File: config.mk
export PLATFORM = sky130hd
export DESIGN_NAME = sixteen_bit_timer_counter
export DESIGN_NICKNAME = d
export VERILOG_FILES = /design/src/rtl/timer_pkg.sv /design/src/rtl/count_prescaler.sv /design/src/rtl/pin_sync.sv /design/src/rtl/sixteen_bit_timer_counter.sv
export SDC_FILE = /design/constraint.sdc
export NUM_CORES = 1
export LEC_CHECK = 0
export ABC_AREA = 1
export BUFFER_PORTS_ARGS = -buffer_cell sky130_fd_sc_hd__buf_2
export CAP_MARGIN = 20
export CORE_MARGIN = 2
export CORE_UTILIZATION = 47
export DETAILED_ROUTE_END_ITERATION = 6
export GPL_TIMING_DRIVEN = 1
export PLACE_DENSITY = 0.73
export SYNTH_ARGS = -nofsm -noshare
export SYNTH_HDL_FRONTEND = slang
export SYNTH_SLANG_ARGS = --single-unit
File: constraint.sdc
create_clock -name pclk -period 3.58 [get_ports pclk]
set_clock_uncertainty 0.1 [all_clocks]
set_input_delay 0.358 -clock pclk [delete_from_list [all_inputs] [get_ports pclk]]
set_output_delay 0.358 -clock pclk [all_outputs]
set_load 0.05 [all_outputs]
File: src/rtl/timer_pkg.sv
// ****************************************************************
// timer package
// ****************************************************************
package timer_pkg;

	// ************************************************************
	// register byte offsets
	// ************************************************************
	localparam int unsigned ADDR_W          = 12;
	localparam logic [11:0] OFF_IRQ_ENABLE  = 12'h008;
	localparam logic [11:0] OFF_IRQ_FLAG    = 12'h00c;
	localparam logic [11:0] OFF_CONTROL     = 12'h010;
	localparam logic [11:0] OFF_COUNT_LOW   = 12'h014;
	localparam logic [11:0] OFF_COUNT_HIGH  = 12'h018;
	localparam logic [11:0] OFF_DIRECTION   = 12'h01c;

	// ************************************************************
	// control field positions
	// ************************************************************
	localparam int unsigned RUN_BIT         = 0;
	localparam int unsigned SOURCE_BIT      = 1;
	localparam int unsigned SYNC_BIT        = 2;
	localparam int unsigned OSC_BIT         = 3;
	localparam int unsigned PRESCALE_LSB    = 4;
	localparam int unsigned CONTROL_W       = 6;

	// ************************************************************
	// reset values and counts
	// ************************************************************
	localparam logic [5:0]  CONTROL_RESET   = 6'h00;
	localparam logic [1:0]  DIRECTION_RESET = 2'h3;
	localparam logic [15:0] COUNT_RESET     = 16'h0000;
	localparam logic [15:0] COUNT_MAX       = 16'hffff;
	localparam logic [2:0]  PRESCALE_RESET  = 3'h0;
	localparam int unsigned FOSC_PER_INSTR  = 4;
	localparam logic [1:0]  INSTR_DIV_LAST  = 2'(FOSC_PER_INSTR - 1);

	// ************************************************************
	// state carriers
	// ************************************************************
	typedef struct packed {
		logic [2:0] cnt;
		logic       tick;
	} prescale_state_t;

	typedef struct packed {
		logic [5:0]  ctrl;
		logic [15:0] count;
		logic        flag;
		logic        ie;
		logic [1:0]  dir;
		logic [1:0]  instr_div;
		logic        edge_prev;
		logic        pready;
		logic        pslverr;
		logic [31:0] prdata;
		logic        irq;
		logic        osc_run;
		logic [1:0]  pin_oe;
	} timer_state_t;

	// ************************************************************
	// helpers
	// ************************************************************
	function automatic logic [2:0] prescale_last(input logic [1:0] sel);
		unique case (sel)
			2'h0: prescale_last = 3'h0;
			2'h1: prescale_last = 3'h1;
			2'h2: prescale_last = 3'h3;
			2'h3: prescale_last = 3'h7;
		endcase
	endfunction : prescale_last

	function automatic logic addr_hit(input logic [11:0] a, input logic [11:0] off);
		addr_hit = (a == off);
	endfunction : addr_hit

endpackage : timer_pkg

File: src/rtl/count_prescaler.sv
`timescale 1ns/1ps
// ****************************************************************
// count clock prescaler
// ****************************************************************
module count_prescaler (
	input  wire logic       clk,
	input  wire logic       rst_n,
	input  wire logic       tick_in,
	input  wire logic       clear,
	input  wire logic [1:0] ratio_sel,
	output logic            tick_out
);

	timer_pkg::prescale_state_t s_q;
	timer_pkg::prescale_state_t s_d;

	always_comb begin
		s_d      = s_q;
		s_d.tick = 1'b0;
		if (clear) begin
			s_d.cnt = timer_pkg::PRESCALE_RESET;
		end else if (tick_in) begin
			// divide by 1 2 4 8
			if (s_q.cnt >= timer_pkg::prescale_last(ratio_sel)) begin
				s_d.cnt  = timer_pkg::PRESCALE_RESET;
				s_d.tick = 1'b1;
			end else begin
				s_d.cnt = s_q.cnt + 3'h1;
			end
		end
	end

	always_ff @(posedge clk or negedge rst_n) begin
		if (!rst_n) begin
			s_q <= '0;
		end else begin
			s_q <= s_d;
		end
	end

	assign tick_out = s_q.tick;

endmodule : count_prescaler

File: src/rtl/pin_sync.sv
`timescale 1ns/1ps
// ****************************************************************
// two-stage pin synchroniser
// ****************************************************************
module pin_sync #(
	parameter int unsigned W = 2
) (
	input  wire logic         clk,
	input  wire logic         rst_n,
	input  wire logic [W-1:0] din,
	output logic      [W-1:0] dout
);

	typedef struct packed {
		logic [W-1:0] s1;
		logic [W-1:0] s2;
	} sync_state_t;

	sync_state_t s_q;
	sync_state_t s_d;

	always_comb begin
		s_d    = s_q;
		s_d.s1 = din;
		s_d.s2 = s_q.s1;
	end

	always_ff @(posedge clk or negedge rst_n) begin
		if (!rst_n) begin
			s_q <= '0;
		end else begin
			s_q <= s_d;
		end
	end

	assign dout = s_q.s2;

endmodule : pin_sync

File: src/rtl/sixteen_bit_timer_counter.sv
`timescale 1ns/1ps
// Behaviour
// count is sixteen bits, low and high bytes, both read/write
// count climbs from zero to all ones, then wraps to zero
// wrap sets overflow flag, held until software clears it
// overflow interrupts only while overflow interrupt enable is set
// control bit 1 selects timer or counter operation
// timer operation counts every instruction cycle
// counter operation counts rising edges of external clock
// counting only while run enable is set; held otherwise
// reset input driven by either capture/compare unit
// newer parts: oscillator enable forces both oscillator pins input
// older parts: software makes low oscillator pin input itself
// two-bit prescale field selects divide by 1, 2, 4, 8
// control bit 3 runs or stops crystal oscillator
// stopped oscillator has inverter and feedback disabled
// timer clock is fosc/4; sync bit ignored there
// external clock synchronised after prescaler when sync bit clear; code always synchronises both pins before the prescaler, sync bit unused
// capture/compare reset clears both count bytes that cycle
module sixteen_bit_timer_counter #(
	parameter bit LEGACY_PIN_MODE = 1'b0
) (
	input  wire logic        pclk,
	input  wire logic        presetn,
	input  wire logic        psel,
	input  wire logic        penable,
	input  wire logic        pwrite,
	input  wire logic [11:0] paddr,
	input  wire logic [31:0] pwdata,
	output logic      [31:0] prdata,
	output logic             pready,
	output logic             pslverr,
	input  wire logic        external_count_pin,
	input  wire logic        crystal_input_pin,
	input  wire logic        capture_compare_unit_one_reset,
	input  wire logic        capture_compare_unit_two_reset,
	output logic             overflow_irq,
	output logic             crystal_oscillator_run,
	output logic             crystal_feedback_enable,
	output logic             oscillator_pin_low_oe,
	output logic             oscillator_pin_high_oe
);

	// ************************************************************
	// state and local nets
	// ************************************************************
	timer_pkg::timer_state_t s_q;
	timer_pkg::timer_state_t s_d;

	logic [1:0]  pins_sync;
	logic        src_level;
	logic        src_rise;
	logic        instr_tick;
	logic        count_in;
	logic        pre_tick;
	logic        pre_clear;
	logic        setup_ph;
	logic        access_ph;
	logic        wr_en;
	logic        cc_reset;
	logic        overflow;
	logic        run;
	logic        osc_en;
	logic [1:0]  ps_sel;
	logic        hit_ctrl;
	logic        hit_low;
	logic        hit_high;
	logic        hit_flag;
	logic        hit_ie;
	logic        hit_dir;
	logic        wr_ctrl;
	logic        wr_low;
	logic        wr_high;
	logic        wr_ie;
	logic        wr_dir;
	logic        clr_flag;
	logic        edge_seed;
	logic [15:0] count_inc;
	logic [15:0] count_next;
	logic        flag_next;
	logic        irq_next;
	logic [5:0]  ctrl_next;
	logic [1:0]  dir_next;
	logic        ie_next;
	logic        osc_next;
	logic [1:0]  oe_next;
	logic        resp_ready;
	logic        resp_err;
	logic [31:0] resp_data;

	// ************************************************************
	// external clock synchronisers
	// ************************************************************
	// pins synchronised
	pin_sync #(
		.W (2)
	) u_pin_sync (
		.clk   (pclk),
		.rst_n (presetn),
		.din   ({crystal_input_pin, external_count_pin}),
		.dout  (pins_sync)
	);

	// ************************************************************
	// prescaler
	// ************************************************************
	count_prescaler u_prescaler (
		.clk       (pclk),
		.rst_n     (presetn),
		.tick_in   (count_in),
		.clear     (pre_clear),
		.ratio_sel (ps_sel),
		.tick_out  (pre_tick)
	);

	// ************************************************************
	// read mux and decode helpers
	// ************************************************************
	function automatic logic [31:0] read_word(
		input timer_pkg::timer_state_t st,
		input logic [11:0]             a
	);
		read_word = 32'h0000_0000;
		if (timer_pkg::addr_hit(a, timer_pkg::OFF_CONTROL)) begin
			read_word = {26'h000_0000, st.ctrl};
		end else if (timer_pkg::addr_hit(a, timer_pkg::OFF_COUNT_LOW)) begin
			read_word = {24'h00_0000, st.count[7:0]};
		end else if (timer_pkg::addr_hit(a, timer_pkg::OFF_COUNT_HIGH)) begin
			read_word = {24'h00_0000, st.count[15:8]};
		end else if (timer_pkg::addr_hit(a, timer_pkg::OFF_IRQ_FLAG)) begin
			read_word = {31'h0000_0000, st.flag};
		end else if (timer_pkg::addr_hit(a, timer_pkg::OFF_IRQ_ENABLE)) begin
			read_word = {31'h0000_0000, st.ie};
		end else if (timer_pkg::addr_hit(a, timer_pkg::OFF_DIRECTION)) begin
			read_word = {30'h0000_0000, st.dir};
		end
	endfunction : read_word

	function automatic logic mapped(input logic [11:0] a);
		mapped = timer_pkg::addr_hit(a, timer_pkg::OFF_CONTROL)
			| timer_pkg::addr_hit(a, timer_pkg::OFF_COUNT_LOW)
			| timer_pkg::addr_hit(a, timer_pkg::OFF_COUNT_HIGH)
			| timer_pkg::addr_hit(a, timer_pkg::OFF_IRQ_FLAG)
			| timer_pkg::addr_hit(a, timer_pkg::OFF_IRQ_ENABLE)
			| timer_pkg::addr_hit(a, timer_pkg::OFF_DIRECTION);
	endfunction : mapped

	// ************************************************************
	// control fields
	// ************************************************************
	always_comb begin
		// run bit
		run    = s_q.ctrl[timer_pkg::RUN_BIT];
		// oscillator enable bit
		osc_en = s_q.ctrl[timer_pkg::OSC_BIT];
		// prescale field
		ps_sel = s_q.ctrl[timer_pkg::PRESCALE_LSB +: 2];
	end

	// ************************************************************
	// count clock selection
	// ************************************************************
	always_comb begin
		// fosc/4 instruction tick
		instr_tick = (s_q.instr_div == timer_pkg::INSTR_DIV_LAST);
		// crystal pin when oscillator runs
		src_level = osc_en ? pins_sync[1] : pins_sync[0];
		src_rise  = src_level & ~s_q.edge_prev;
		// source select
		// timer counts instructions
		// gated by run enable
		count_in = run & (s_q.ctrl[timer_pkg::SOURCE_BIT] ? src_rise : instr_tick);
	end

	// ************************************************************
	// bus phases
	// ************************************************************
	always_comb begin
		setup_ph  = psel & ~penable;
		access_ph = psel & penable & s_q.pready;
		wr_en     = access_ph & pwrite & ~s_q.pslverr;
		// either unit resets the count
		cc_reset  = capture_compare_unit_one_reset | capture_compare_unit_two_reset;
		pre_clear = cc_reset | wr_low | wr_high;
	end

	// ************************************************************
	// register decode
	// ************************************************************
	always_comb begin
		hit_ctrl = timer_pkg::addr_hit(paddr, timer_pkg::OFF_CONTROL);
		// both count bytes mapped
		hit_low  = timer_pkg::addr_hit(paddr, timer_pkg::OFF_COUNT_LOW);
		hit_high = timer_pkg::addr_hit(paddr, timer_pkg::OFF_COUNT_HIGH);
		hit_flag = timer_pkg::addr_hit(paddr, timer_pkg::OFF_IRQ_FLAG);
		hit_ie   = timer_pkg::addr_hit(paddr, timer_pkg::OFF_IRQ_ENABLE);
		hit_dir  = timer_pkg::addr_hit(paddr, timer_pkg::OFF_DIRECTION);
		wr_ctrl  = wr_en & hit_ctrl;
		wr_low   = wr_en & hit_low;
		wr_high  = wr_en & hit_high;
		wr_ie    = wr_en & hit_ie;
		wr_dir   = wr_en & hit_dir;
		// write one clears
		clr_flag = wr_en & hit_flag & pwdata[0];
	end

	// ************************************************************
	// bus response
	// ************************************************************
	always_comb begin
		// bus answer one cycle after setup
		resp_ready = setup_ph;
		resp_err   = setup_ph & ~mapped(paddr);
		resp_data  = s_q.prdata;
		// reserved bits read zero
		if (setup_ph & ~pwrite) begin
			resp_data = read_word(s_q, paddr);
		end
	end

	// ************************************************************
	// control, enable and direction
	// ************************************************************
	always_comb begin
		ctrl_next = s_q.ctrl;
		ie_next   = s_q.ie;
		dir_next  = s_q.dir;
		if (wr_ctrl) begin
			// source select stored
			// oscillator enable stored with control
			ctrl_next = pwdata[timer_pkg::CONTROL_W-1:0];
		end
		if (wr_ie) begin
			ie_next = pwdata[0];
		end
		if (wr_dir) begin
			dir_next = pwdata[1:0];
		end
		// oscillator run
		osc_next  = ctrl_next[timer_pkg::OSC_BIT];
		// edge seed follows next source, no false edge
		edge_seed = osc_next ? pins_sync[1] : pins_sync[0];
	end

	// ************************************************************
	// count arithmetic
	// ************************************************************
	always_comb begin
		count_inc  = s_q.count + 16'h0001;
		count_next = s_q.count;
		overflow   = 1'b0;
		// advance only while running
		// one step per prescaled tick
		if (pre_tick & run) begin
			// wrap from all ones to zero
			count_next = count_inc;
			overflow   = (s_q.count == timer_pkg::COUNT_MAX);
		end
		// byte-wise count writes
		if (wr_low) begin
			count_next[7:0] = pwdata[7:0];
		end
		if (wr_high) begin
			count_next[15:8] = pwdata[7:0];
		end
		// capture/compare reset wins
		if (cc_reset) begin
			count_next = timer_pkg::COUNT_RESET;
		end
	end

	// ************************************************************
	// overflow flag, interrupt and pins
	// ************************************************************
	always_comb begin
		flag_next = s_q.flag & ~clr_flag;
		// sticky overflow, set beats clear
		if (overflow) begin
			flag_next = 1'b1;
		end
		// interrupt gated by enable
		irq_next = flag_next & ie_next;
		// oscillator forces both pins input
		// legacy low pin follows direction
		oe_next[1] = ~dir_next[1] & ~osc_next;
		oe_next[0] = ~dir_next[0] & ~(osc_next & ~LEGACY_PIN_MODE);
	end

	// ************************************************************
	// next state
	// ************************************************************
	always_comb begin
		s_d = s_q;

		// free-running instruction divider
		s_d.instr_div = instr_tick ? 2'h0 : s_q.instr_div + 2'h1;
		s_d.edge_prev = edge_seed;

		// count and registers
		s_d.count = count_next;
		s_d.ctrl  = ctrl_next;
		s_d.ie    = ie_next;
		s_d.dir   = dir_next;

		// bus answer
		s_d.pready  = resp_ready;
		s_d.pslverr = resp_err;
		s_d.prdata  = resp_data;

		// status and outputs
		s_d.flag    = flag_next;
		s_d.irq     = irq_next;
		// feedback off when stopped
		s_d.osc_run = osc_next;
		s_d.pin_oe  = oe_next;
	end

	// ************************************************************
	// state register
	// ************************************************************
	always_ff @(posedge pclk or negedge presetn) begin
		if (!presetn) begin
			s_q           <= '0;
			s_q.ctrl      <= timer_pkg::CONTROL_RESET;
			s_q.count     <= timer_pkg::COUNT_RESET;
			s_q.dir       <= timer_pkg::DIRECTION_RESET;
		end else begin
			s_q <= s_d;
		end
	end

	// ************************************************************
	// outputs
	// ************************************************************
	assign prdata                  = s_q.prdata;
	assign pready                  = s_q.pready;
	assign pslverr                 = s_q.pslverr;
	assign overflow_irq            = s_q.irq;
	assign crystal_oscillator_run  = s_q.osc_run;
	assign crystal_feedback_enable = s_q.osc_run;
	assign oscillator_pin_low_oe   = s_q.pin_oe[0];
	assign oscillator_pin_high_oe  = s_q.pin_oe[1];

endmodule : sixteen_bit_timer_counter

==> results by group <==
Power and ir drop
  – Sw Pwr: 317 µW
  – Int Power: 803 µW
  – Clock network power share: 36.3%
  – Switching part of the total power: 28.3%
  – Pwr/cell area: 319 nW/µm²
  – Peak supply drop: 0.168 mV
  – Static leakage: 0.00183 µW
  – Combinational power share: 12.4%
  – Sequential power share: 51.3%

Global route
  – Largest net degree at the start of global routing: 28
  – Total gr overflow: 0
  – First-pass GRT wire length: 12.4 mm
  – Vias in the first global route: 2,604
  – Total track usage: 20.9%
  – Initial antenna violation count: 0

Worst setup path
  – R2R cell count: 6
  – R2R Setup Slk: 1.61 ns
  – Max FO, Critical Path: 16
  – Reg2reg start: pready
  – Setup crit end: s_q[54]
  – CP startpoint kind: flop
  – CP Class: reg -> reg
  – Req. time, crit path: 3.73 ns
  – Critical Path Sink Type: flop
  – Critical Path AT: 2.12 ns
  – FF-to-FF End: s_q[54]
  – Worst Setup SP: pready

Placement
  – DP Worst Slack: 1.56 ns
  – Detailed Place HPWL: 5.68 mm
  – Port Buffers: 43
  – GP Congestion: 0.905
  – DP Cell Count: 556

Synth
  – Most frequent cell after synthesis: nand2_1
  – Top_reg_cell synth: dfrtp_1
  – Top cells by count, synth: 149 x nand2_1, 48 x dfrtp_1, 43 x nand3_1
  – Synth Instances: 445
  – Synth unique cells: 37
  – Synth area leaders: dfrtp_1 37%, nand2_1 17%, buf_4 7.8%, nand3_1 6.6%, inv_1 4.4%
  – #FFs+latches synth: 50
  – Synthesized area: 3250 µm²
  – Fraction of registers with async set/reset: 100%
  – Yosys top cell by area: dfrtp_1
  – Top cell type's share of synthesized area: 36.9%
  – Avg Cell Area, Syn: 7.31 µm²
  – Post-synth EDFFs: 0
  – Synth Warn #: 0
  – Register area share after synthesis: 38.5%

Timing
  – Final Max Slew Viols: 0
  – Max Freq: 507 MHz
  – RSZ-0062 raised after global routing: no
  – Fin worst setup slack: 1.61 ns
  – Fin crit share: 55.1%
  – Final hold viol count: 0
  – Endpoints failing setup: 0
  – Shortest period the worst path allows: 1.97 ns
  – Slew margin rel.: 60.7%
  – Worst-Margin Slew: 0.588 ns
  – Final hold slack: 0.0439 ns
  – Setup TNS: 0 ns

Clocking
  – Root Buffer: clkbuf_8
  – Clock input transition at the sequential cells of the worst setup and hold paths: 0.09 ns
  – Hold bufs inserted after CTS: 1
  – # H-tree levels: 2
  – Clk buf depth: 2
  – Clk Latency, worst-skew pair: 0.31 ns
  – CTS tree: built
  – Num CTS Buffers: 5
  – Post CTS Setup Buffer Count: 0
  – Resized cells post-CTS: 0
  – CTS Sinks: 50

Drt
  – Vias/cell: 5.04
  – DRC viols: 0
  – Avg WL per Cell: 13.2 µm
  – Drt first pass iters: 5
  – Routed via count: 2,848
  – Routed Antenna Nets: 0
  – Drt initial violations: 166
  – Total wire length: 7.46 mm

Die
  – Initial Utilization: 48.2%
  – Horiz. Die Dim: 87.2 µm
  – CORE AREA: 6760 µm²
  – Std-Cell Rows: 30
  – Top-level I/O count: 92
  – Die Ht: 87.2 µm
  – Die area: 7610 µm²

Status
  – Outcome: complete, no violations

Cells and area
  – N_diodes: 0
  – Final Net Count: 543
  – Post-route insts no fill: 565
  – Final core utilization: 52.0%
  – Syn-to-layout area delta: 8.04%
  – Share of cells above drive strength 1: 16.3%

Worst hold path
  – Hold Path Depth: 1
  – Worst Hold Class: in -> reg

Job
  – Max-cap viol count: 0
[critical path, cell delays in order, from the launching register on]
cell and delay [ns]:
dfrtp_1 0.35, nand3_1 0.12, nor3_4 0.48, nand3_4 0.34, a21boi_4 0.34, nand3_1 0.12
nand2_1 0.07
[through the flow]
step           power (µW)  cell area [µm²]
5_1_grt              1170             3520
4_1_cts              1130             3520
3_3_place_gp          722             3390
6_report             1120             3520
3_5_place_dp          724             3390
2_1_floorplan         700             3340
[sequential cells by signal (all words and copies together), names as in the netlist, 2 cells and up]
register	cells
ps_sel	2
u_prescaler.s_q	3
u_pin_sync.dout	2
u_pin_sync.s_d	2
prdata	8
s_q	25
[worst min path at each step]
stage / startpoint / to / slack [ns]
after floorplan: presetn / osc_en / -0.04
after global placement: u_pin_sync.s_d[0] / u_pin_sync.dout[0] / 0.23
after detailed placement: u_pin_sync.s_d[1] / u_pin_sync.dout[1] / 0.24
after CTS: external_count_pin / u_pin_sync.s_d[0] / 0.03
after global routing: external_count_pin / u_pin_sync.s_d[0] / 0.03
final: external_count_pin / u_pin_sync.s_d[0] / 0.04
[placed cells by master, fill, tap and decap left out]
cell type	instances
clkinv_1	1
nand3_4	1
a21oi_1	6
dfrtp_1	48
nand2_1	149
or2_2	1
xnor2_1	4
bufinv_16	1
clkinv_2	1
nor3_2	1
xor2_1	7
nor2_1	38
nand3b_1	3
nand4_1	2
o21a_1	1
dlygate4sd3_1	1
nand3_1	43
buf_4	1
nor3b_1	2
clkinvlp_4	2
inv_2	2
a22oi_1	1
o211ai_1	4
nand2_2	6
ha_1	6
nor3_1	5
nand2_4	1
conb_1	24
nor3_4	2
o21ai_0	10
o21ai_1	13
a21boi_4	1
inv_1	38
clkbuf_8	5
buf_2	43
dfstp_2	2
nor2_2	6
nor2_4	1
nand3_2	1
nor2_8	1
[power by group through the flow]
stage,combinational (µW),clock (µW),sequential (µW)
3_3_place_gp,137,0,585
3_5_place_dp,138,0,585
2_1_floorplan,111,0,588
5_1_grt,152,440,575
4_1_cts,140,416,574
6_report,139,407,574
[area by class of cell]
cell class	instances	area, µm²
Tap cell	80	100
Clock inverter	3	45.0
Fill cell	672	3240
Sequential cell	50	1250
Inverter	42	159
Multi-Input combinational cell	340	1660
Timing Repair Buffer	45	233
Clock buffer	5	68.8
[per-layer routing]
layer	share of wire (%)	up-vias	track usage (%)
li1	-	1435	-
met1	46	1304	28.5
met2	46	97	33.9
met3	5.9	12	2.94
met4	1.9	0	7.97
met5	0	-	0
[cells by family (layout without fill, tap and decap cells)]
logic type | after synthesis | count (layout) | share of synthesized area [%]
AOI/OAI and AO/OA | 36 | 36 | 6.42
xor gates and xnor gates | 11 | 11 | 2.96
adders and majority gates | 6 | 6 | 2.31
buffers and inverters | 78 | 95 | 13.2
DFF | 50 | 50 | 38.5
other | 1 | 24 | 0.115
and+or+nand+nor | 263 | 263 | 36.4
(Power assumes the default switching activity.)
